[src/shared/param_table_pkg.sv]
// ----------------------------------------------------------------
// Shared constants for the parameter-table link
// ----------------------------------------------------------------
package param_table_pkg;

    // Link widths
    localparam int OPCODE_W = 8;
    localparam int ADDR_W = 24;
    localparam int MODE_W = 3;
    localparam int DUMMY_W = 5;

    // Opcodes used by both ends
    localparam logic [7:0] OP_NOP = 8'h00;
    localparam logic [7:0] OP_RESET_ENABLE = 8'h66;
    localparam logic [7:0] OP_RESET_MEMORY = 8'h99;
    localparam logic [7:0] OP_QUAD_ENABLE = 8'h38;
    localparam logic [7:0] OP_WRITE_ENABLE = 8'h06;
    localparam logic [7:0] OP_PAGE_PROGRAM = 8'h02;
    localparam logic [7:0] OP_QUAD_PAGE_PROGRAM = 8'h32;
    localparam logic [7:0] OP_READ_PROTECT = 8'h72;
    localparam logic [7:0] OP_WRITE_PROTECT = 8'h42;
    localparam logic [7:0] OP_LOCK_PROTECT = 8'h8D;
    localparam logic [7:0] OP_NV_LOCK_DOWN = 8'hE8;
    localparam logic [7:0] OP_GLOBAL_UNLOCK = 8'h98;
    localparam logic [7:0] OP_READ_SEC_ID = 8'h88;
    localparam logic [7:0] OP_PROGRAM_SEC_ID = 8'hA5;
    localparam logic [7:0] OP_LOCKOUT_SEC_ID = 8'h85;
    localparam logic [7:0] OP_BURST_LENGTH = 8'hC0;
    localparam logic [7:0] OP_PARAM_READ = 8'h5A;
    localparam logic [7:0] OP_WRAP_READ_144 = 8'hEC;

    // Wrapped 1-4-4 read: dummy clocks and mode bits
    localparam logic [4:0] WRAP_DUMMY_CLOCKS = 5'h06;
    localparam logic [2:0] WRAP_MODE_BITS = 3'h0;

    // Table window and filler value
    localparam logic [23:0] TABLE_BASE = 24'h00021A;
    localparam int TABLE_LEN = 36;
    localparam logic [7:0] FILLER = 8'hFF;
    localparam logic [7:0] NO_DATA = 8'hFF;

    // Fixed table content, index 0 is byte 21AH
    localparam logic [7:0] TABLE_ROM [0:TABLE_LEN-1] = '{
        8'hFF, 8'hFF, 8'hFF, 8'hFF, 8'hFF, 8'hFF,
        8'h00, 8'h66, 8'h99, 8'h38, 8'hFF, 8'h05, 8'h01, 8'h35,
        8'h06, 8'h04, 8'h02, 8'h32, 8'hB0, 8'h30, 8'h72, 8'h42,
        8'h8D, 8'hE8, 8'h98, 8'h88, 8'hA5, 8'h85, 8'hC0, 8'h9F,
        8'hAF, 8'h5A, 8'hFF, 8'hFF,
        {WRAP_MODE_BITS, WRAP_DUMMY_CLOCKS}, OP_WRAP_READ_144
    };

    // Host request kinds
    typedef enum logic [3:0] {
        KIND_PARAM_READ = 4'h0,
        KIND_PAGE_PROGRAM = 4'h1,
        KIND_QUAD_PAGE_PROGRAM = 4'h2,
        KIND_READ_PROTECT = 4'h3,
        KIND_WRITE_PROTECT = 4'h4,
        KIND_LOCK_PROTECT = 4'h5,
        KIND_NV_LOCK_DOWN = 4'h6,
        KIND_GLOBAL_UNLOCK = 4'h7,
        KIND_READ_SEC_ID = 4'h8,
        KIND_PROGRAM_SEC_ID = 4'h9,
        KIND_LOCKOUT_SEC_ID = 4'hA,
        KIND_WRAP_READ = 4'hB
    } req_kind_t;

endpackage

[src/shared/param_link_if.sv]
`timescale 1ns/1ps
// ----------------------------------------------------------------
// Link between host controller and table device
// ----------------------------------------------------------------
interface param_link_if;
    import param_table_pkg::*;

    logic req; // One-cycle request strobe
    logic [OPCODE_W-1:0] opcode; // Command opcode
    logic [ADDR_W-1:0] addr; // Byte address
    logic [MODE_W-1:0] mode_bits; // Mode bits sent by host
    logic ack; // One-cycle answer strobe
    logic [7:0] data; // Answer byte
    logic accepted; // Opcode was taken

    modport device (input req, input opcode, input addr, input mode_bits,
                    output ack, output data, output accepted);
    modport host (output req, output opcode, output addr, output mode_bits,
                  input ack, input data, input accepted);
endinterface

[src/rtl/param_table_device.sv]
`timescale 1ns/1ps
// Overview of operation
// RULE1 - Reserved bytes 21BH..21FH read as FFH
// RULE2 - Byte 21AH reports reserved power-down exit time
// RULE3 - Advertise and accept block-protection opcodes
// RULE4 - Advertise security-identifier opcodes 88H A5H 85H
// RULE5 - Program opcodes 02H and 32H advertised, used
// RULE6 - Deep power-down opcodes read as FFH
// RULE7 - Wrapped 1-4-4 read needs six dummy clocks
// RULE8 - Wrapped read advertises zero mode bits
// RULE9 - Byte 23DH holds wrapped read opcode ECH
// RULE10 - Table content fixed, read-only, unaffected by writes
// RULE11 - Basic control opcodes advertised at 220H..23BH
module param_table_device
    import param_table_pkg::*;
(
    // Clock and reset
    input wire logic i_clock,
    input wire logic i_resetn,
    // Link to host
    param_link_if.device link,
    // Accepted command toward execution logic
    output logic o_cmd_valid,
    output logic [OPCODE_W-1:0] o_cmd_opcode,
    output logic [ADDR_W-1:0] o_cmd_addr
);

    // ----------------------------------------------------------------
    // Helpers
    // ----------------------------------------------------------------

    // Index width of the fixed table
    localparam int IDX_W = $clog2(TABLE_LEN);

    // Table lookup, filler outside the window
    function automatic logic [7:0] table_byte(input logic [ADDR_W-1:0] a);
        logic [ADDR_W-1:0] idx;
        // Below the window the subtraction wraps, so both bounds are tested
        idx = a - TABLE_BASE;
        if (a >= TABLE_BASE && idx < ADDR_W'(TABLE_LEN)) begin
            table_byte = TABLE_ROM[idx[IDX_W-1:0]]; // RULE1 RULE2 RULE6 RULE8 RULE9 RULE10 RULE11
        end else begin
            table_byte = FILLER;
        end
    endfunction

    // Opcodes the device takes
    function automatic logic opcode_known(input logic [OPCODE_W-1:0] op);
        case (op)
            OP_NOP, OP_RESET_ENABLE, OP_RESET_MEMORY, OP_QUAD_ENABLE,
            OP_WRITE_ENABLE, OP_BURST_LENGTH, OP_PARAM_READ: opcode_known = 1'b1; // RULE11
            OP_READ_PROTECT, OP_WRITE_PROTECT, OP_LOCK_PROTECT,
            OP_NV_LOCK_DOWN, OP_GLOBAL_UNLOCK: opcode_known = 1'b1; // RULE3
            OP_READ_SEC_ID, OP_PROGRAM_SEC_ID, OP_LOCKOUT_SEC_ID: opcode_known = 1'b1; // RULE4
            OP_PAGE_PROGRAM, OP_QUAD_PAGE_PROGRAM: opcode_known = 1'b1; // RULE5
            OP_WRAP_READ_144: opcode_known = 1'b1; // RULE9
            default: opcode_known = 1'b0;
        endcase
    endfunction

    // ----------------------------------------------------------------
    // State
    // ----------------------------------------------------------------

    typedef enum logic [2:0] {
        ST_IDLE = 3'b001,
        ST_DUMMY = 3'b010,
        ST_REPLY = 3'b100
    } dev_state_t;

    dev_state_t state_reg; // Sequencer state
    logic [DUMMY_W-1:0] dummy_reg; // Dummy clocks left
    logic [OPCODE_W-1:0] op_reg; // Latched opcode
    logic [ADDR_W-1:0] addr_reg; // Latched address
    logic [MODE_W-1:0] mode_reg; // Latched mode bits
    logic ack_reg; // Answer strobe
    logic [7:0] data_reg; // Answer byte
    logic acc_reg; // Accepted flag
    logic cmd_valid_reg; // Command strobe out
    logic accept_now; // Current request is valid
    logic take_req; // Request seen while idle
    logic last_dummy; // Final dummy clock

    // ----------------------------------------------------------------
    // Request decode
    // ----------------------------------------------------------------

    // Request is taken only while idle; a busy device ignores it
    assign take_req = link.req && (state_reg == ST_IDLE);

    // Last dummy clock; the guard also ends a count that starts at zero
    assign last_dummy = (dummy_reg <= DUMMY_W'(1));

    // Wrapped read only valid with zero mode bits
    always_comb begin
        accept_now = opcode_known(op_reg);
        if (op_reg == OP_WRAP_READ_144 && mode_reg != WRAP_MODE_BITS) begin
            accept_now = 1'b0; // RULE8
        end
    end

    // ----------------------------------------------------------------
    // Sequencer
    // ----------------------------------------------------------------

    // Sequencer state: idle, dummy wait, reply
    always_ff @(posedge i_clock) begin
        if (!i_resetn) begin
            // Back to idle, nothing pending
            state_reg <= ST_IDLE;
        end else begin
            case (state_reg)
                ST_IDLE: begin
                    // A request starts either the dummy wait or the reply
                    if (link.req) begin
                        // Wrapped read waits for its dummy clocks
                        if (link.opcode == OP_WRAP_READ_144) begin
                            state_reg <= ST_DUMMY; // RULE7
                        end else begin
                            state_reg <= ST_REPLY;
                        end
                    end
                end
                ST_DUMMY: begin
                    // Leave on the last dummy clock
                    if (last_dummy) begin
                        state_reg <= ST_REPLY; // RULE7
                    end
                end
                ST_REPLY: begin
                    // One reply cycle, then ready again
                    state_reg <= ST_IDLE;
                end
                default: begin
                    // Stray code falls back to idle
                    state_reg <= ST_IDLE;
                end
            endcase
        end
    end

    // Dummy clock counter, loaded when a wrapped read is taken
    always_ff @(posedge i_clock) begin
        if (!i_resetn) begin
            dummy_reg <= '0;
        end else if (take_req && link.opcode == OP_WRAP_READ_144) begin
            dummy_reg <= WRAP_DUMMY_CLOCKS; // RULE7
        end else if (state_reg == ST_DUMMY) begin
            dummy_reg <= dummy_reg - DUMMY_W'(1);
        end
    end

    // Request latch; opcode and address stand until the next request
    always_ff @(posedge i_clock) begin
        if (!i_resetn) begin
            // Nothing latched after reset
            op_reg <= OP_NOP;
            addr_reg <= '0;
            mode_reg <= '0;
        end else if (take_req) begin
            op_reg <= link.opcode;
            addr_reg <= link.addr;
            mode_reg <= link.mode_bits;
        end
    end

    // ----------------------------------------------------------------
    // Answer
    // ----------------------------------------------------------------

    // Answer strobe, byte and accepted flag
    always_ff @(posedge i_clock) begin
        if (!i_resetn) begin
            ack_reg <= 1'b0;
            data_reg <= NO_DATA;
            acc_reg <= 1'b0;
        end else begin
            ack_reg <= (state_reg == ST_REPLY);
            // Reply cycle: latch answer byte and accepted flag
            if (state_reg == ST_REPLY) begin
                acc_reg <= accept_now;
                // Only the table read returns content
                if (op_reg == OP_PARAM_READ) begin
                    data_reg <= table_byte(addr_reg); // RULE10
                end else begin
                    // Other commands answer with filler
                    data_reg <= NO_DATA;
                end
            end
        end
    end

    // Command forwarded to execution logic
    always_ff @(posedge i_clock) begin
        if (!i_resetn) begin
            cmd_valid_reg <= 1'b0;
        end else begin
            // Refused commands are not forwarded
            cmd_valid_reg <= (state_reg == ST_REPLY) && accept_now; // RULE3 RULE5
        end
    end

    // ----------------------------------------------------------------
    // Outputs
    // ----------------------------------------------------------------

    // All outputs come straight from registers
    assign link.ack = ack_reg;
    assign link.data = data_reg;
    assign link.accepted = acc_reg;
    assign o_cmd_valid = cmd_valid_reg;
    assign o_cmd_opcode = op_reg;
    assign o_cmd_addr = addr_reg;

endmodule

[src/flat_wrapper.sv]
// flat-port wrapper written by rule: the top's interface ports become plain ports
module param_table_device_flat import param_table_pkg::*;
  (i_clock, i_resetn, o_cmd_valid, o_cmd_opcode, o_cmd_addr, link_req, link_opcode, link_addr, link_mode_bits, link_ack, link_data, link_accepted);
  param_link_if link_i ();
  input wire logic i_clock;
  input wire logic i_resetn;
  output logic o_cmd_valid;
  output logic [OPCODE_W-1:0] o_cmd_opcode;
  output logic [ADDR_W-1:0] o_cmd_addr;
  input wire logic [$bits(link_i.req)-1:0] link_req;
  input wire logic [$bits(link_i.opcode)-1:0] link_opcode;
  input wire logic [$bits(link_i.addr)-1:0] link_addr;
  input wire logic [$bits(link_i.mode_bits)-1:0] link_mode_bits;
  output wire logic [$bits(link_i.ack)-1:0] link_ack;
  output wire logic [$bits(link_i.data)-1:0] link_data;
  output wire logic [$bits(link_i.accepted)-1:0] link_accepted;
  assign link_i.req = link_req;
  assign link_i.opcode = link_opcode;
  assign link_i.addr = link_addr;
  assign link_i.mode_bits = link_mode_bits;
  assign link_ack = link_i.ack;
  assign link_data = link_i.data;
  assign link_accepted = link_i.accepted;
  param_table_device u_core (.i_clock(i_clock), .i_resetn(i_resetn), .link(link_i), .o_cmd_valid(o_cmd_valid), .o_cmd_opcode(o_cmd_opcode), .o_cmd_addr(o_cmd_addr));
endmodule
[config.mk]
export PLATFORM = sky130hd
export DESIGN_NAME = param_table_device_flat
export DESIGN_NICKNAME = d
export VERILOG_FILES = /design/src/shared/param_table_pkg.sv /design/src/shared/param_link_if.sv /design/src/rtl/param_table_device.sv /design/src/flat_wrapper.sv
export SDC_FILE = /design/constraint.sdc
export NUM_CORES = 1
export LEC_CHECK = 0
export BUFFER_PORTS_ARGS = -buffer_cell sky130_fd_sc_hd__buf_2
export CORE_AREA = 2 2 77 79
export CTS_BUF_LIST = sky130_fd_sc_hd__clkbuf_2 sky130_fd_sc_hd__clkbuf_4 sky130_fd_sc_hd__clkbuf_8
export DETAILED_ROUTE_END_ITERATION = 6
export DIE_AREA = 0 0 79 81
export PLACE_DENSITY = 0.86
export SLEW_MARGIN = 20
export SYNTH_ARGS = -nofsm -noshare
export SYNTH_HDL_FRONTEND = slang
export SYNTH_SLANG_ARGS = --single-unit
[constraint.sdc]
create_clock -name i_clock -period 9.1 [get_ports i_clock]
set_clock_uncertainty 0.2 [all_clocks]
set_input_delay 1.82 -clock i_clock [delete_from_list [all_inputs] [get_ports i_clock]]
set_output_delay 1.82 -clock i_clock [all_outputs]
set_load 0.02 [all_outputs]
==> flow_summary_export.csv <==
group,metric,value,unit
status,status,"completed",
drt,wl_per_cell,14.3,um
sta,timing.final.ws_setup,5.50,ns
global_routing,grt_first_pass_wirelength,12600,um
worst_setup_path,worstReg2RegStart,"u_core.o_cmd_addr[1]",
sta,timing.hold.ws,0.270,ns
cells_and_area,fillers,535,
power,ir_drop,0.0000865,V
clock_tree,cts_sinks,54,
logic_synthesis,synth_flop_cell,"dfxtp_1",
placement,dp_hpwl,5740,um
worst_setup_path,rr_worst_depth,8,
run,drv_cap,0,
logic_synthesis,avgSynthCellArea,7.76,sq um
clock_tree,post_cts_resized,0,
cells_and_area,fin_area,3700,sq um
drt,drc_errors,0,
logic_synthesis,synth_area_leaders,"dfxtp_1, nand2_1, a21boi_0",
drt,highest_layer,"met4",
worst_setup_path,path_class,"in2reg",
placement,placed_area,3620,sq um
global_routing,grt_pass1_vias,2735,
sta,tns,0,ns
die,rows,28,
die,die_w,79,um
die,core-area,5680,sq um
logic_synthesis,synth_nets,462,
drt,dr_wl_met3,348,um
worst_setup_path,crit_path_start,"i_resetn",
logic_synthesis,synth_top_area_share,33.7,%
logic_synthesis,async_flop_share,0,%
sta,setup_viol,0,
cells_and_area,nets,527,
clock_tree,clockRootBuffer,"clkbuf_8",
power,p_per_area,143,nW/um^2
logic_synthesis,yosysSeqAreaShare,33.7,%
drt,via_count,3166,
placement,numPortBuffers,80,
drt,wl,7890,um
drt,drtIter0Drc,286,
worst_setup_path,r2r_end,"u_core.link.data[3]",
placement,pre_cts_slack,5.18,ns
cells_and_area,largest_reg_flops,24,
logic_synthesis,ys_warn_count,0,
logic_synthesis,syn_area,3200,sq um
global_routing,grt_overflow,0,
worst_setup_path,endpoint_kind,"register",
sta,grt_setup_unrepaired,"no",
clock_tree,clk_pin_slew,0.10,ns
worst_setup_path,worstPathArrival,3.61,ns
sta,final_max_slew_viol_count,0,
global_routing,grt_usage,24.4,%
sta,min_period,3.60,ns
cells_and_area,finalCoreUtilization,65.3,%
logic_synthesis,yosysTopAreaCell,"dfxtp_1",
placement,gp_congestion,0.906,
worst_setup_path,critPathLaunchType,"input pin",
power,leakagePower,1.49,nW
placement,place_inst,546,
worst_setup_path,crit_path_max_fanout,43,
sta,fmax,278,MHz
hold_path,hold_class,"reg2reg",
global_routing,antenna_found_initial,0,
die,die_area,6400,sq um
clock_tree,htreeDepth,2,
drt,drt_pass1_iterations,5,
clock_tree,clk-insertion-delay-late,0.31,ns
clock_tree,cts_buffers,5,
cells_and_area,area_growth,15.6,%
worst_setup_path,cp.required,9.11,ns
sta,fin_crit_sh,39.5,%
sta,finalHoldViolations,0,
clock_tree,cts_tree,"done",
sta,worst_pin_slew,0.844,ns
die,initial_core_util,56.5,%
logic_synthesis,synth_most_common_cell,"nand2_1",
clock_tree,post_cts.repair.setup_buffers,0,
cells_and_area,drive_above_1_share,20.5,%
logic_synthesis,synth_commonest_cells,"nand2_1, dfxtp_1, a21boi_0",
drt,wl_met2,3850,um
clock_tree,clockBufferDepth,2,
drt,detail_route.vias_per_cell,5.73,
drt,wl_met1,3600,um
logic_synthesis,synth_cells,413,
global_routing,grt_max_degree,44,
power,report.power.total,0.531,mW
die,die_y,81,um
clock_tree,holdBufCountCts,0,
logic_synthesis,synth_enable_flop_cells,0,
sta,slew_headroom,43.3,%
die,io_pins,81,
cells_and_area,n_antenna_cell,0,
worst_setup_path,crit_path_end,"u_core.link.data[3]",
logic_synthesis,synth_cell_type_count,58,
worst_setup_path,regToRegSetupSlack,5.51,ns
logic_synthesis,synth.ff_latch_count,54,
cells_and_area,fin_cells,553,
drt,ant_nets,0,
critical path, stage by stage:
cell and delay (ns):
buf_2 0.49, and3_1 0.29, nand3_1 0.14, a2111oi_4 0.31, o2111ai_2 0.29, o22a_1 0.26
layout by cell type (no fill, tap or decap), types with 7 or more instances in the layout:
cell / count
ha_1: 11
a21boi_0: 41
o22a_1: 8
nor3_1: 9
nor4_1: 8
dfxtp_1: 54
nand3_1: 8
a21oi_1: 17
nand2_1: 97
nor2_1: 21
inv_1: 9
buf_2: 80
xnor2_1: 7
o21ai_0: 21
where the power goes:
part	leakage [nW]	total (mW)	switching, mW	internal, mW
sequential	0.441	0.267	0.0198	0.247
combinational	1.01	0.133	0.0791	0.0534
clock	0.0444	0.132	0.0783	0.0534
total	1.49	0.531	0.177	0.354
kinds of logic after synthesis:
group | after synthesis | synth area share (%)
AO/OA/AOI/OAI | 117 | 26.1
buffers and inverters | 32 | 3.75
multiplexers | 4 | 1.29
XOR/XNOR | 11 | 3.01
adder cells (fa/ha/maj) | 13 | 4.92
flip-flops | 54 | 33.7
AND/OR/NAND/NOR | 182 | 27.2
metal layers:
metal	track usage, %	up-vias
met2	43.1	101
met3	4.00	13
met1	31.5	1456
met5	0	-
li1	-	1596
met4	5.52	0
how the worst min path moves through the flow:
stage                             from                 end  slack (ns)  cells past startpoint
floorplan           u_core.mode_reg[1]  u_core.mode_reg[1]        0.24                      2
global placement    u_core.mode_reg[2]  u_core.mode_reg[2]        0.25                      2
detailed placement  u_core.mode_reg[1]  u_core.mode_reg[1]        0.26                      2
CTS                 u_core.mode_reg[1]  u_core.mode_reg[1]        0.27                      2
global route        u_core.mode_reg[2]  u_core.mode_reg[2]        0.31                      2
finish              u_core.mode_reg[1]  u_core.mode_reg[1]        0.27                      2
final cells by class:
cell class | count | area (sq um) | share of cell area, %
clock buffers | 5 | 68.8 | 1.86
well taps | 75 | 93.8 | 2.53
clock inverters | 2 | 13.8 | 0.371
flip-flops and latches | 54 | 1080 | 29.2
multi-input cells | 327 | 2010 | 54.1
inverters | 9 | 33.8 | 0.912
repair buffers | 81 | 408 | 11.0
No activity file was read; power rests on OpenSTA's default activity.
